[config.mk]
export PLATFORM = sky130hd
export DESIGN_NAME = ocp_char_pixel
export DESIGN_NICKNAME = d
export VERILOG_FILES = /design/src/ocp_pkg.sv /design/src/ocp_pix_if.sv /design/src/ocp_char_pixel.sv /design/src/ocp_colour_pick.sv
export VERILOG_INCLUDE_DIRS = /design/src
export SDC_FILE = /design/constraint.sdc
export NUM_CORES = 1
export LEC_CHECK = 0
export BUFFER_PORTS_ARGS = -buffer_cell sky130_fd_sc_hd__buf_2
export CAP_MARGIN = 5
export CORE_MARGIN = 8
export CORE_UTILIZATION = 52
export CTS_BUF_LIST = sky130_fd_sc_hd__clkbuf_16
export DETAILED_ROUTE_END_ITERATION = 12
export HOLD_SLACK_MARGIN = 0.06
export PLACE_DENSITY = 0.86
export SLEW_MARGIN = 20
export SYNTH_ARGS = -nofsm -noshare
export SYNTH_HDL_FRONTEND = slang
export SYNTH_SLANG_ARGS = --single-unit
export TNS_END_PERCENT = 20
[constraint.sdc]
create_clock -name clk -period 3.9 [get_ports clk]
set_clock_uncertainty 0.2 [all_clocks]
set_input_delay 0.78 -clock clk [delete_from_list [all_inputs] [get_ports clk]]
set_output_delay 0.78 -clock clk [all_outputs]
set_load 0.01 [all_outputs]
[src/ocp_consts.svh]
// Purpose: constants for the character pixel attribute block
// Assumes: apb byte addresses, 32-bit data words
// Notes: translucency 0 is fully transparent, 7 fully opaque
`ifndef OCP_CONSTS_SVH
`define OCP_CONSTS_SVH
`define OCP_ADDR_BORDER0    12'h000
`define OCP_ADDR_BORDER1    12'h004
`define OCP_ADDR_SCREEN     12'h008
`define OCP_ADDR_ROW        12'h00C
`define OCP_ADDR_ULINE      12'h010
`define OCP_ADDR_STATUS     12'h014
`define OCP_BORDER_RST      9'h000
`define OCP_TRANS_RST       3'h7
`define OCP_TRANS_OPAQUE    3'h7
`define OCP_BLACK           9'h000
`define OCP_TEST_CODE       8'h00
`define OCP_LINES_BIG       5'd26
`define OCP_LINES_SMALL     5'd13
`define OCP_SLANT_GROUP_BIG 3'd4
`define OCP_SLANT_MAX_BIG   3'd5
`define OCP_SLANT_MAX_SMALL 3'd5
`endif

[src/ocp_pkg.sv]
// Purpose: types for the character pixel attribute block
// Assumes: included constants header
// Notes: one-hot codes for layer and row mode
package ocp_pkg;
    typedef enum logic [2:0] {
        OCP_MODE_SERIAL = 3'b001,
        OCP_MODE_BASIC  = 3'b010,
        OCP_MODE_EXT    = 3'b100
    } ocp_mode_type;
    typedef enum logic [5:0] {
        OCP_LAY_BORDER = 6'b000001,
        OCP_LAY_BACK   = 6'b000010,
        OCP_LAY_FRINGE = 6'b000100,
        OCP_LAY_FORE   = 6'b001000,
        OCP_LAY_ULINE  = 6'b010000,
        OCP_LAY_TEST   = 6'b100000
    } ocp_layer_type;
    typedef struct packed {
        logic [8:0] rgb;
        logic [2:0] trans;
    } ocp_colour_type;
endpackage

[src/ocp_pix_if.sv]
`timescale 1ns/1ps
// Purpose: carries one pixel's layer flags and candidate colours
// Assumes: single clock domain
// Notes: producer is the top, consumer the colour picker
interface ocp_pix_if;
    logic                  is_test;
    logic                  fore;
    logic                  fringe;
    logic                  uline;
    logic                  in_char;
    ocp_pkg::ocp_colour_type fg;
    ocp_pkg::ocp_colour_type bg;
    ocp_pkg::ocp_colour_type ul;
    ocp_pkg::ocp_colour_type bd;
    modport src (output is_test, fore, fringe, uline, in_char, fg, bg, ul, bd);
    modport dst (input is_test, fore, fringe, uline, in_char, fg, bg, ul, bd);
endinterface

[src/ocp_char_pixel.sv]
// Implementation choices: the register offsets and the APB slave port.
`timescale 1ns/1ps
// Purpose: per-pixel attribute and colour processing for the display
// Assumes: clk is the pixel clock; font bits arrive per matrix line
// Notes: border and screen options over apb; row and char attrs are ports
`include "ocp_consts.svh"
module ocp_char_pixel (
    input  wire logic        clk,
    input  wire logic        rst_b,
    // apb slave
    input  wire logic        psel,
    input  wire logic        penable,
    input  wire logic        pwrite,
    input  wire logic [11:0] paddr,
    input  wire logic [31:0] pwdata,
    output logic      [31:0] prdata,
    output logic             pready,
    output logic             pslverr,
    // display state
    input  wire logic        display_on,
    input  wire logic        field_odd,
    input  wire logic        in_row,
    input  wire logic        row_end,
    // row attributes
    input  wire logic [2:0]  row_mode,
    input  wire logic        row_big,
    input  wire logic        row_flash_on,
    input  wire logic        row_round_en,
    input  wire logic        row_fringe_en,
    input  wire logic        row_dbl_x,
    input  wire logic        row_dbl_y,
    input  wire logic        interlaced,
    // character word, up to 24 bits, and its pixel position
    input  wire logic [23:0] char_word,
    input  wire logic        char_start,
    input  wire logic [4:0]  char_line,
    input  wire logic [4:0]  char_col,
    input  wire logic [4:0]  char_width,
    input  wire logic        ctrl_code,
    input  wire logic        ctrl_bg_change,
    input  wire logic        ctrl_italic_set,
    input  wire logic        ctrl_italic_clr,
    input  wire logic        char_flash,
    // font and computed layers for this pixel
    input  wire logic        font_dot,
    input  wire logic        round_dot,
    input  wire logic        fringe_dot,
    input  wire logic        uline_dot,
    input  wire logic [11:0] fg_entry,
    input  wire logic [11:0] bg_entry,
    // output pixel
    output logic      [8:0]  pix_rgb,
    output logic      [2:0]  pix_trans,
    output logic             pix_valid,
    output logic      [8:0]  font_line
);
    logic       rst_s1_reg;
    logic       rst_s2_reg;
    logic [8:0] border_rgb_reg;
    logic [2:0] border_trans_reg;
    logic       all_bg_border_reg;
    logic [8:0] uline_rgb_reg;
    logic [2:0] uline_trans_reg;
    logic       italic_reg;
    logic       prev_italic_char_reg;
    logic       prev_bg_code_reg;
    logic [8:0] carry_bg_reg;
    logic [2:0] carry_trans_reg;
    logic [8:0] pix_rgb_next;
    logic [2:0] pix_trans_next;
    ocp_pkg::ocp_colour_type  pick_col;
    ocp_pkg::ocp_layer_type   pick_layer;
    ocp_pkg::ocp_layer_type   last_layer_reg;
    ocp_pix_if                pif ();

    // reset release through two flops
    always_ff @(posedge clk or negedge rst_b) begin
        if (!rst_b) begin
            rst_s1_reg <= 1'b0;
            rst_s2_reg <= 1'b0;
        end else begin
            rst_s1_reg <= 1'b1;
            rst_s2_reg <= rst_s1_reg;
        end
    end

    // apb decode: zero-wait, unmapped addresses answer error
    wire apb_acc     = psel && penable;
    wire apb_wr      = apb_acc && pwrite;
    wire hit_border0 = paddr == `OCP_ADDR_BORDER0;
    wire hit_border1 = paddr == `OCP_ADDR_BORDER1;
    wire hit_screen  = paddr == `OCP_ADDR_SCREEN;
    wire hit_row     = paddr == `OCP_ADDR_ROW;
    wire hit_uline   = paddr == `OCP_ADDR_ULINE;
    wire hit_status  = paddr == `OCP_ADDR_STATUS;
    wire hit_any     = hit_border0 | hit_border1 | hit_screen | hit_row
                     | hit_uline | hit_status;
    assign pready  = 1'b1;
    assign pslverr = apb_acc && !hit_any;

    // border colour split over two registers: rgb low bits, then high + trans
    always_ff @(posedge clk or negedge rst_s2_reg) begin
        if (!rst_s2_reg) begin
            border_rgb_reg    <= `OCP_BORDER_RST;
            border_trans_reg  <= `OCP_TRANS_RST;
            all_bg_border_reg <= 1'b0;
            uline_rgb_reg     <= 9'h000;
            uline_trans_reg   <= `OCP_TRANS_RST;
        end else if (apb_wr) begin
            if (hit_border0) border_rgb_reg[5:0] <= pwdata[5:0];
            if (hit_border1) begin
                border_rgb_reg[8:6] <= pwdata[2:0];
                border_trans_reg    <= pwdata[6:4];
            end
            if (hit_screen) all_bg_border_reg <= pwdata[0];
            if (hit_uline) begin
                uline_rgb_reg   <= pwdata[8:0];
                uline_trans_reg <= pwdata[14:12];
            end
        end
    end

    // read mux; row register mirrors live row attribute inputs
    wire [31:0] rd_status = {24'h000000, last_layer_reg, italic_reg, display_on};
    wire [31:0] rd_row    = {24'h000000, row_dbl_y, row_dbl_x, row_fringe_en,
                             row_round_en, row_flash_on, row_big, row_mode[1:0]};
    assign prdata = hit_border0 ? {26'h0000000, border_rgb_reg[5:0]} :
                    hit_border1 ? {25'h0000000, border_trans_reg, 1'b0,
                                   border_rgb_reg[8:6]} :
                    hit_screen  ? {31'h00000000, all_bg_border_reg} :
                    hit_row     ? rd_row :
                    hit_uline   ? {17'h00000, uline_trans_reg, 3'h0, uline_rgb_reg} :
                    hit_status  ? rd_status : 32'h00000000;

    // character fields by row mode
    wire mode_ser = row_mode == ocp_pkg::OCP_MODE_SERIAL;
    wire mode_ext = row_mode == ocp_pkg::OCP_MODE_EXT;
    wire [7:0] code     = char_word[7:0];
    wire       ext_dblh = mode_ext && char_word[16];
    wire       ext_dblw = mode_ext && char_word[17];
    wire       ext_fl   = mode_ext && char_word[18];
    wire       ext_shad = mode_ext && char_word[19];
    wire       ext_frn  = mode_ext && char_word[20];
    wire       ext_fgx  = mode_ext && char_word[21];
    wire       ext_bgx  = mode_ext && char_word[22];
    wire       is_test  = code == `OCP_TEST_CODE;

    // effective size per row and per character
    wire eff_dbl_y = row_dbl_y | ext_dblh;
    wire eff_dbl_x = row_dbl_x | ext_dblw;

    // italic state: set and clear by control codes, serial rows only
    always_ff @(posedge clk or negedge rst_s2_reg) begin
        if (!rst_s2_reg) begin
            italic_reg <= 1'b0;
        end else if (row_end || !mode_ser) begin
            italic_reg <= 1'b0;
        end else if (char_start && ctrl_italic_set) begin
            italic_reg <= 1'b1;
        end else if (char_start && ctrl_italic_clr) begin
            italic_reg <= 1'b0;
        end
    end

    // slant: stepped shift, max at top line, zero at bottom, in groups
    logic [2:0] slant;
    always_comb begin
        if (row_big) begin
            if (char_line >= 5'd21) slant = 3'd0;
            else slant = `OCP_SLANT_MAX_BIG - 3'(char_line / `OCP_SLANT_GROUP_BIG);
        end else begin
            if (char_line >= 5'd10) slant = 3'd0;
            else slant = `OCP_SLANT_MAX_SMALL - 3'(char_line >> 1);
        end
    end

    // control codes and test code are never slanted
    wire        slant_on  = italic_reg && mode_ser && !ctrl_code && !is_test;
    wire [5:0]  col_shift = slant_on ? ({1'b0, char_col} - {3'h0, slant})
                                     : {1'b0, char_col};
    wire        shift_neg = col_shift[5];
    // truncation of the last italic character at its unslanted end
    wire        past_end  = slant_on && row_end && char_col >= char_width;
    wire        half_zone = char_col < {1'b0, char_width[4:1]};

    // font line addressing per matrix format and field
    logic [4:0] mline;
    always_comb begin
        if (!row_big) begin
            mline = eff_dbl_y ? {1'b0, char_line[4:1]} : char_line;
        end else if (interlaced && !eff_dbl_y) begin
            mline = {char_line[3:0], field_odd};
        end else begin
            mline = eff_dbl_y ? {1'b0, char_line[4:1]} : char_line;
        end
    end
    assign font_line = {row_big, ext_fgx, ext_bgx, ext_shad, 5'(mline)};

    // remember prior character kind for half-width extension
    always_ff @(posedge clk or negedge rst_s2_reg) begin
        if (!rst_s2_reg) begin
            prev_italic_char_reg <= 1'b0;
            prev_bg_code_reg     <= 1'b0;
            carry_bg_reg         <= 9'h000;
            carry_trans_reg      <= 3'h0;
        end else if (char_start) begin
            prev_italic_char_reg <= slant_on;
            // a test code never carries its colour forward
            prev_bg_code_reg     <= italic_reg && ctrl_bg_change && !is_test;
            carry_bg_reg         <= bg_entry[8:0];
            carry_trans_reg      <= bg_entry[11:9];
        end
    end

    // italic or bg-code background extends halfway, ignoring mix bit
    wire extend_bg = half_zone && italic_reg && !row_end &&
                     ((prev_italic_char_reg && (ctrl_bg_change || is_test))
                      || (prev_bg_code_reg && ctrl_bg_change));

    // flash: character flash needs the row-wide enable
    wire flash_hide = row_flash_on && (char_flash || ext_fl);

    // rounding disabled for big matrix at single size
    wire round_ok = row_round_en && !(row_big && !eff_dbl_x && !eff_dbl_y);
    wire fringe_ok = row_fringe_en || ext_frn;

    wire dot_ok   = !shift_neg && !past_end && !ctrl_code && !flash_hide;
    wire fore_pix = dot_ok && (font_dot || (round_ok && round_dot));

    // candidate colours to the picker
    wire [8:0] bg_rgb   = extend_bg ? carry_bg_reg : bg_entry[8:0];
    wire [2:0] bg_trans = extend_bg ? carry_trans_reg : bg_entry[11:9];
    assign pif.is_test = is_test;
    assign pif.in_char = in_row && display_on && !past_end;
    assign pif.fore    = fore_pix;
    assign pif.fringe  = fringe_ok && fringe_dot && !ctrl_code;
    assign pif.uline   = uline_dot && !ctrl_code && !flash_hide;
    assign pif.fg      = '{rgb: fg_entry[8:0], trans: fg_entry[11:9]};
    assign pif.bg      = all_bg_border_reg ?
                         '{rgb: border_rgb_reg, trans: border_trans_reg} :
                         '{rgb: bg_rgb, trans: bg_trans};
    assign pif.ul      = '{rgb: uline_rgb_reg, trans: uline_trans_reg};
    assign pif.bd      = '{rgb: border_rgb_reg, trans: border_trans_reg};

    ocp_colour_pick u_pick (
        .p     (pif),
        .col   (pick_col),
        .layer (pick_layer)
    );

    // display off drives black, fully transparent
    assign pix_rgb_next   = display_on ? pick_col.rgb : 9'h000;
    assign pix_trans_next = display_on ? pick_col.trans : 3'h0;

    // output registers
    always_ff @(posedge clk or negedge rst_s2_reg) begin
        if (!rst_s2_reg) begin
            pix_rgb        <= 9'h000;
            pix_trans      <= 3'h0;
            pix_valid      <= 1'b0;
            last_layer_reg <= ocp_pkg::OCP_LAY_BORDER;
        end else begin
            pix_rgb        <= pix_rgb_next;
            pix_trans      <= pix_trans_next;
            pix_valid      <= display_on;
            last_layer_reg <= pick_layer;
        end
    end
endmodule // ocp_char_pixel

[src/ocp_colour_pick.sv]
`timescale 1ns/1ps
// Purpose: chooses the output colour of one pixel by layer priority
// Assumes: inputs valid in the same cycle
// Notes: combinational; the top registers the result
`include "ocp_consts.svh"
module ocp_colour_pick (
    ocp_pix_if.dst                    p,
    output ocp_pkg::ocp_colour_type   col,
    output ocp_pkg::ocp_layer_type    layer
);
    // priority: border (test code or outside character), underline, foreground, fringe, background
    always_comb begin
        if (p.is_test || !p.in_char) begin
            col   = p.bd;
            layer = p.is_test ? ocp_pkg::OCP_LAY_TEST : ocp_pkg::OCP_LAY_BORDER;
        end else if (p.uline) begin
            col   = p.ul;
            layer = ocp_pkg::OCP_LAY_ULINE;
        end else if (p.fore) begin
            col   = p.fg;
            layer = ocp_pkg::OCP_LAY_FORE;
        end else if (p.fringe) begin
            // fringe ignores the palette entirely
            col   = '{rgb: `OCP_BLACK, trans: `OCP_TRANS_OPAQUE};
            layer = ocp_pkg::OCP_LAY_FRINGE;
        end else begin
            col   = p.bg;
            layer = ocp_pkg::OCP_LAY_BACK;
        end
    end
endmodule // ocp_colour_pick

### Yosys cells after proc, flatten, opt, wreduce, memory -nomap -nowiden

Index checks and enable logic that the tools add are counted.

* $add $sub $neg: 3
* order comparisons: 4
* equality and inequality tests: 7
* mux-type cells: 30
* bitwise gates (word level): 7
* reductions and logical operators: 66

Operators by type and width (count)
* 15-bit 2-to-1 mux: 5
* 12-bit 2-to-1 mux: 5
* 1-bit logical AND: 40
* 6-bit 2-to-1 mux: 5
* 12-bit by 4-bit == test with 1-bit output, second input constant: 2
* 12-bit by 5-bit == test with 1-bit output, second input constant: 2
* 3-bit 2-to-1 mux: 6
* 9-bit 2-to-1 mux: 2
* 5-bit 2-to-1 mux: 3
* 12-bit by 3-bit == test with 1-bit output, second input constant: 1
* 1-bit logical NOT: 12
* 12-bit logical NOT: 1
* 8-bit logical NOT: 1
* 8-bit 2-to-1 mux: 1
* 2-bit AND reduction: 4
* 1-bit logical OR: 7
* 1-bit OR: 7
* 3-bit subtractor, first input constant: 2
* 5-bit by 3-bit subtractor with 6-bit output: 1
* 5-bit by 4-bit greater-or-equal comparator with 1-bit output, second input constant: 1
* 5-bit greater-or-equal comparator: 1
* 5-bit greater-or-equal comparator, second input constant: 1
* 5-bit by 4-bit less-than comparator with 1-bit output: 1
* 3-bit by 1-bit == test with 1-bit output, second input constant: 1
* other kinds (3): 5

* bits in registers: 61
* bits of input ports: 136

### Depth between registers and ports, before layout

Gate-level depths: netlist (run 1).

* word-level depth: 15
* depth in mapped cells: 15
* depth with buffers taken out: 13

### Hierarchy

Synthesis (run 1) repeated with hierarchy kept, for this count alone.

* cells, all modules: 420
* area total of the unflattened synthesis: 4216.5 µm²

By module, submodules not included
* ocp_char_pixel: instances 1, cells each 352, area an instance 3762.4 µm², seq. area each 1535.2 µm²
* ocp_colour_pick: instances 1, cells each 68, area an instance 454.2 µm², seq. area each 0.0 µm²

### Least setup slack after synthesis (run 1)

OpenSTA, ideal clock, no wires.

* path kind: input to register
* from: input char_line[2]
* to: register pix_trans[0]
* library setup time: 123 ps
* arrival time: 2985 ps
* required time: 3577 ps
* path slack: 591 ps
* stages on the path: 13
* path buffers: 2
* cells stage by stage: clkbuf_1 inv_1 ha_1 nor4b_1 o21bai_1 ha_1 nand2_1 a21oi_1 a21oi_1 clkbuf_1 a2111oi_0 nor3_1 a2bb2oi_1

* word-level cells in the longest chain between the ends: 14
* elaborated cells on any way between the ends: 18
* those cells by class: add/sub (3); order compare (2); mux (8); reduce/logical (5)

Ends and longest elaborated chain
* from (decl): RTL line ocp_char_pixel.sv:36 `input wire logic [4:0] char_line,`
* 5-bit by 4-bit greater-or-equal comparator with 1-bit output, or another cell as far along: RTL line ocp_char_pixel.sv:172 `if (char_line >= 5'd10) slant = 3'd0;`
* 3-bit 2-to-1 mux (on tied branches): RTL line ocp_char_pixel.sv:172, ocp_char_pixel.sv:169
* 3-bit 2-to-1 mux *: RTL line ocp_char_pixel.sv:168 `if (row_big) begin`
* 5-bit by 3-bit subtractor with 6-bit output *: RTL line ocp_char_pixel.sv:179 `wire [5:0] col_shift = slant_on ? ({1'b0, char_col} - {3'h0, slant})`
* 6-bit 2-to-1 mux *: RTL line ocp_char_pixel.sv:179
* 1-bit logical NOT *: RTL line ocp_char_pixel.sv:227 `wire dot_ok = !shift_neg && !past_end && !ctrl_code && !flash_hide;`
* 1-bit logical AND * (3 in a row): RTL line ocp_char_pixel.sv:227
* 1-bit logical AND *: RTL line ocp_char_pixel.sv:228 `wire fore_pix = dot_ok && (font_dot || (round_ok && round_dot));`
* 12-bit 2-to-1 mux *: RTL line ocp_colour_pick.sv:19 `end else if (p.fore) begin`
* 12-bit 2-to-1 mux *: RTL line ocp_colour_pick.sv:16 `end else if (p.uline) begin`
* 12-bit 2-to-1 mux *: RTL line ocp_colour_pick.sv:13 `if (p.is_test || !p.in_char) begin`
* 3-bit 2-to-1 mux *: RTL line ocp_char_pixel.sv:253 `assign pix_trans_next = display_on ? pick_col.trans : 3'h0;`
* named net pix_trans_next[0]: RTL line ocp_char_pixel.sv:70 `logic [2:0] pix_trans_next;`
* to (signal assigned): RTL line ocp_char_pixel.sv:264 `pix_trans <= pix_trans_next;`
* to (decl): RTL line ocp_char_pixel.sv:53 `output logic [2:0] pix_trans,`

Mark *: on every way through the listed nets, which the timed path passes. The rest lies on a longest branch.
A chain may end at the register's enable or synchronous reset.

### Worst setup path after layout (run 1)

* from: input paddr[7]
* to: output prdata[4]

* word-level cells in the longest chain between the ends: 7
* elaborated cells on any way between the ends: 12
* those cells by class: eq/ne (5); mux (6); reduce/logical (1)

Ends and longest elaborated chain
* from (decl): RTL line ocp_char_pixel.sv:14 `input wire logic [11:0] paddr,`
* 12-bit by 5-bit == test with 1-bit output (no source line)
* 8-bit 2-to-1 mux: RTL line ocp_char_pixel.sv:133 `hit_status ? rd_status : 32'h00000000;`
* 15-bit 2-to-1 mux: RTL line ocp_char_pixel.sv:132 `hit_uline ? {17'h00000, uline_trans_reg, 3'h0, uline_rgb_reg} :`
* 15-bit 2-to-1 mux: RTL line ocp_char_pixel.sv:131 `hit_row ? rd_row :`
* 15-bit 2-to-1 mux: RTL line ocp_char_pixel.sv:130 `hit_screen ? {31'h00000000, all_bg_border_reg} :`
* 15-bit 2-to-1 mux: RTL line ocp_char_pixel.sv:128 `hit_border1 ? {25'h0000000, border_trans_reg, 1'b0,`
* 15-bit 2-to-1 mux *: RTL line ocp_char_pixel.sv:127 `assign prdata = hit_border0 ? {26'h0000000, border_rgb_reg[5:0]} :`
* to (decl): RTL line ocp_char_pixel.sv:16 `output logic [31:0] prdata,`

Every way passes the cells marked *; elsewhere a longest branch is shown, timed or not.

==> results of run 1 <==
critical path: stages:
cell and delay [ns]:
buf_2 0.10, nor4_1 0.28, nand3_1 0.28, nor3_1 0.52
a22oi_1 0.19, o21ai_0 0.26, buf_2 0.19
logic make-up after synthesis:
| family | Yosys count | synth area share (%) |
|---|---|---|
| AO/OA/AOI/OAI | 131 | 22.7 |
| adder cells (fa/ha/maj) | 12 | 3.39 |
| buffers and inverters | 81 | 9.67 |
| flip-flops | 61 | 34.7 |
| multiplexers | 46 | 11.5 |
| other | 2 | 0.170 |
| AND/OR/NAND/NOR | 143 | 17.9 |
report_power, final:
group          internal (W)  switching, W  total, W
Clock              0.000418      0.000270  0.000688
Combinational      0.000121      0.000178  0.000300
Sequential         0.000658     0.0000107  0.000669
final cells by class:
type | instances | area (sq um)
inverter | 25 | 93.8
fill | 670 | 2830
multi-input combinational | 354 | 2540
timing repair buffer | 157 | 831
clock buffer | 9 | 225
clock inverter | 7 | 35.0
sequential | 61 | 1540
tap | 105 | 131
per-stage QoR:
stage / utilization (%) / std cells / hold WS, ns
floorplan: - / 496 / 0.131
global placement: 62.2 / 700 / 0.0188
detailed placement: 62.2 / 700 / 0.0218
CTS: 65.6 / 718 / 0.152
global route: 65.6 / 718 / 0.154
finish: 65.6 / 718 / 0.146
path summary, 6_finish.rpt:
check                                       start                endpoint  depth (start not counted)
max                                      paddr[7]               prdata[4]                          7
min                          rst_s2_reg$_DFF_PN0_    pix_rgb[5]$_DFF_PN0_                          1
max reg2reg                italic_reg$_DFFE_PN0P_  pix_trans[2]$_DFF_PN0_                          6
min reg2reg                  rst_s2_reg$_DFF_PN0_    pix_rgb[5]$_DFF_PN0_                          1
max in group asynchronous    rst_s2_reg$_DFF_PN0_     pix_valid$_DFF_PN0_                          1
min in group clk             rst_s1_reg$_DFF_PN0_    rst_s2_reg$_DFF_PN0_                          0
cells in the final DEF (no fill, tap or decap), types with 3 or more instances in the layout:
master	n
nand3_1	18
ha_1	12
nand2b_1	3
a22oi_1	7
dfrtp_1	53
mux2i_1	8
nor3_1	7
a222oi_1	6
o21ai_0	7
o31ai_1	11
dfstp_2	7
nor4b_1	3
nand2_1	28
o2111ai_1	19
buf_4	14
a21o_1	3
mux2_2	38
nor4_1	4
o221a_2	3
a211oi_1	10
buf_2	141
or2_2	4
clkinv_1	3
o21ai_1	3
o211ai_1	11
a21oi_2	9
conb_1	22
or3_1	11
and3_1	3
a21oi_1	13
and2_1	11
inv_1	26
o22ai_1	10
clkbuf_16	9
a2111oi_0	3
nor2_1	32
layer usage:
layer / wire (um) / global-route usage (%)
met4: 369 / 8.52
met2: 6690 / 38.7
met5: 0 / 0
met3: 1340 / 7.67
met1: 5390 / 26.8
repair_timing:
action | CTS | global route
gates resized for setup | 0 | 0
hold buffers | 2 | 0
endpoints found under the hold margin | 21 | 0
setup buffers | 0 | 0
==> flow_summary_export.csv, run 1 <==
group,metric,value,unit
floorplan,dieHeight,108,um
yosys,synth-seq-cells,61,
hold_path,hold_class,"flip-flop to async pin",
routing,viasPerCell,6.05,
critical_path,worst_ep_arrival_time,2.60,ns
yosys,syn_avg_cell_area,9.29,sq um
sta,min_period,3.58,ns
routing,firstDrtPassIters,5,
pwr,p_total,0.00166,W
place,place_ws,0.341,ns
yosys,synth_flop_cell,"dfrtp_1",
yosys,syn_inst,476,
yosys,syn_area,0.00442,sq mm
floorplan,io-pin-count,192,
pwr,p_leak,2.60,nW
sta,finalHoldViolations,0,
place,post-dp-hpwl,11.0,mm
global_route,grt_use_total,23.1,%
global_route,antenna_found_initial,0,
sta,fmax,0.279,GHz
critical_path,path_max_fanout,7,
place,gp_congestion,0.891,
floorplan,core,0.00822,sq mm
pwr,power.density,307,mW/mm^2
job,cap_violations,0,
global_route,grt_pass1_vias,4340,
sta,relSlewSlack,31.4,%
yosys,ys_types,66,
clock_tree,clk_pin_slew,0.05,ns
yosys,synth_top_area_share,30.5,%
outcome,status,"completed",
floorplan,dieArea,0.0117,sq mm
sta,rsz0062_at_grt,"false",
floorplan,initial_core_util,53.8,%
global_route,grt_max_degree,41,
routing,drc_errors,0,
sta,finalCritPeriodShare,91.8,%
sta,worst_pin_slew,1.02,ns
routing,wl_per_cell,19.2,um
yosys,ys_seq_area_share,34.7,%
yosys,async_reset_ff_share,100,%
pwr,irDropWorstVdd,250,uV
place,port_buffers,141,
clock_tree,cts.sinks,61,
cells_and_area,num_antenna_cells,0,
yosys,synth.most_common_cell,"dfrtp_1",
critical_path,crit_path_end_kind,"primary output",
clock_tree,cts_buffer_depth,2,
critical_path,start_kind,"input pin",
routing,vias,4344,
routing,drt_iter0_markers,258,
clock_tree,insertion_delay,0.33,ns
cells_and_area,syn_to_final_growth,21.8,%
cells_and_area,drive_gt1_share,39.3,%
cells_and_area,num-nets-final,756,
sta,finalWorstSetupSlack,0.322,ns
place,dpl_cell_area,0.00511,sq mm
global_route,grt-ovfl-total,0,
yosys,yosys_warnings,0,
critical_path,required,2.92,ns
clock_tree,cts_tree,"built",
clock_tree,cts_max_level,3,
yosys,synth_edf_count,0,
routing,ant_nets,0,
floorplan,die_w,108,um
yosys,ys_top_cells_by_area,"dfrtp_1 31%, mux2_2 9.7%, buf_4 4.6%, dfstp_2 4.2%, o2111ai_1 3.8%",
yosys,synth_top_area_cell,"dfrtp_1",
global_route,grt_pass1_wl,21.2,mm
yosys,yosys-top-cells-count,"54 x dfrtp_1, 38 x mux2_2, 32 x nor2_1, 28 x nand2_1, 27 x buf_4",
critical_path,regToRegSetupSlack,1.72,ns
sta,fin_setup_tns,0,ns
clock_tree,ctsRootBufferMaster,"clkbuf_16",
critical_path,path_class,"input pin to primary output",
sta,setup_viol,0,
routing,wl,13.8,mm
floorplan,rows,33,
clock_tree,cts_made_buffers,9,
sta,slew_viol_final,0,
cells_and_area,fin_area,0.00539,sq mm
Note: power is estimated with default switching activity, not from simulation.
==> run 2, diff against run 1 <==
--- a/config.mk
+++ b/config.mk
@@ -6,7 +6,7 @@
 export SDC_FILE = /design/constraint.sdc
 export NUM_CORES = 1
 export LEC_CHECK = 0
-export BUFFER_PORTS_ARGS = -buffer_cell sky130_fd_sc_hd__buf_2
+export BUFFER_PORTS_ARGS = -buffer_cell sky130_fd_sc_hd__buf_4
 export CAP_MARGIN = 5
 export CORE_MARGIN = 8
 export CORE_UTILIZATION = 52
==> flow_summary_export.csv, run 2 (synthesis gave the netlist of run 1 again) <==
group,metric,value,unit
critical_path,rr_endpoint,"pix_trans[0]$_DFF_PN0_",
clock_tree,ctsRootBufferMaster,"clkbuf_16",
clock_tree,cts-resized-gates,0,
cells_and_area,layout_common_cells,"155 x buf_4, 53 x dfrtp_1, 38 x mux2_2",
floorplan,rows,33,
critical_path,path_max_fanout,7,
sta,fmax,0.283,GHz
critical_path,required,2.92,ns
global_route,grt_use_total,23.7,%
pwr,p_leak,2.69,nW
critical_path,r2r_start,"italic_reg$_DFFE_PN0P_",
sta,finalHoldViolations,0,
clock_tree,cts_max_level,3,
cells_and_area,final_common_cell,"buf_4",
critical_path,start_kind,"input pin",
cells_and_area,num_antenna_cells,0,
sta,setup_viol,0,
clock_tree,cts.sinks,61,
global_route,grt-ovfl-total,0,
cells_and_area,drive_gt1_share,39.3,%
pwr,irDropWorstVdd,267,uV
clock_tree,insertion_delay,0.33,ns
cells_and_area,final_cells,718,
sta,rsz0062_at_grt,"false",
sta,worst_pin_slew,0.989,ns
routing,ant_nets,0,
routing,firstDrtPassIters,7,
floorplan,io-pin-count,192,
clock_tree,clk_pin_slew,0.05,ns
hold_path,hold_class,"flip-flop to async pin",
global_route,grt_pass1_vias,4372,
clock_tree,cts_tree,"built",
clock_tree,cts_buffer_depth,2,
routing,wl_per_cell,19.5,um
place,port_buffers,141,
pwr,power.density,296,mW/mm^2
floorplan,dieArea,0.0117,sq mm
cells_and_area,syn_to_final_growth,29.8,%
critical_path,worst_ep_arrival_time,2.56,ns
sta,min_period,3.54,ns
critical_path,regToRegSetupSlack,1.73,ns
sta,finalWorstSetupSlack,0.361,ns
floorplan,dieHeight,108,um
global_route,antenna_found_initial,0,
place,place_ws,0.387,ns
routing,drt_iter0_markers,273,
sta,slew_viol_final,0,
global_route,grt_pass1_wl,21.9,mm
floorplan,initial_core_util,53.8,%
cells_and_area,fin_util,69.9,%
critical_path,path_class,"input pin to primary output",
routing,viasPerCell,6.06,
floorplan,die_w,108,um
job,cap_violations,0,
clock_tree,cts_made_buffers,9,
routing,vias,4353,
routing,wl,14.0,mm
critical_path,crit_path_end_kind,"primary output",
place,placed_cells,700,
place,gp_congestion,0.897,
routing,drc_errors,0,
place,post-dp-hpwl,11.2,mm
sta,finalCritPeriodShare,90.8,%
cells_and_area,num-nets-final,756,
floorplan,core,0.00822,sq mm
critical_path,ff2ff_path_depth,6,
outcome,status,"completed",
global_route,grt_max_degree,40,
sta,relSlewSlack,33.1,%
cells_and_area,fill_cells,638,
sta,fin_setup_tns,0,ns
## run 2: timing repair
item / CTS / global route
setup buffers: 0 / 0
hold buffers: 2 / 0
endpoints found under the hold margin: 22 / 0
## run 2: metal layers
layer | global-route usage [%] | share of wire [%] | vias up
met1 | 28.4 | 39 | 2080
met4 | 6.74 | 1.7 | 0
met5 | 0 | 0 | -
li1 | - | - | 2007
met2 | 40.4 | 49 | 242
met3 | 6.60 | 9.9 | 24
## run 2: metrics by stage
stage / cell area (sq um) / power [W] / hold WS [ns]
floorplan: 4500 / 0.000860 / 0.131
global placement: 5460 / 0.000996 / 0.0339
detailed placement: 5460 / 0.00101 / 0.0396
CTS: 5740 / 0.00170 / 0.157
global route: 5740 / 0.00177 / 0.177
finish: 5740 / 0.00170 / 0.140
## run 2: power by group
| group | switching (W) | total (W) | internal (W) |
|---|---|---|---|
| Clock | 0.000274 | 0.000692 | 0.000418 |
| Combinational | 0.000179 | 0.000337 | 0.000158 |
| Sequential | 0.0000111 | 0.000669 | 0.000658 |
| Total | 0.000464 | 0.00170 | 0.00123 |
## run 2: critical path, stage by stage
cell and delay [ns]:
buf_4 0.11, nor4_1 0.25, nand3_1 0.29, nor3_1 0.54, a22oi_1 0.17, o21ai_0 0.25
buf_4 0.17
## run 2: cell type report
type	count	area, sq um	share of cell area, %
multi-input combinational	354	2540	44.2
sequential	61	1540	26.8
timing repair buffer	157	1180	20.6
clock buffer	9	225	3.92
tap	105	131	2.29
inverter	25	93.8	1.63
clock inverter	7	35.0	0.610
## run 2: worst max path at each step
stage,from,to,slack (ns),cells after the start
after floorplan,char_line[2],pix_trans[0]$_DFF_PN0_,0.59,13
after detailed placement,paddr[7],prdata[2],0.39,8
final,paddr[7],prdata[5],0.36,7
after CTS,paddr[7],prdata[2],0.38,8
after global placement,paddr[7],prdata[5],0.45,7
after global routing,paddr[7],prdata[4],0.17,8
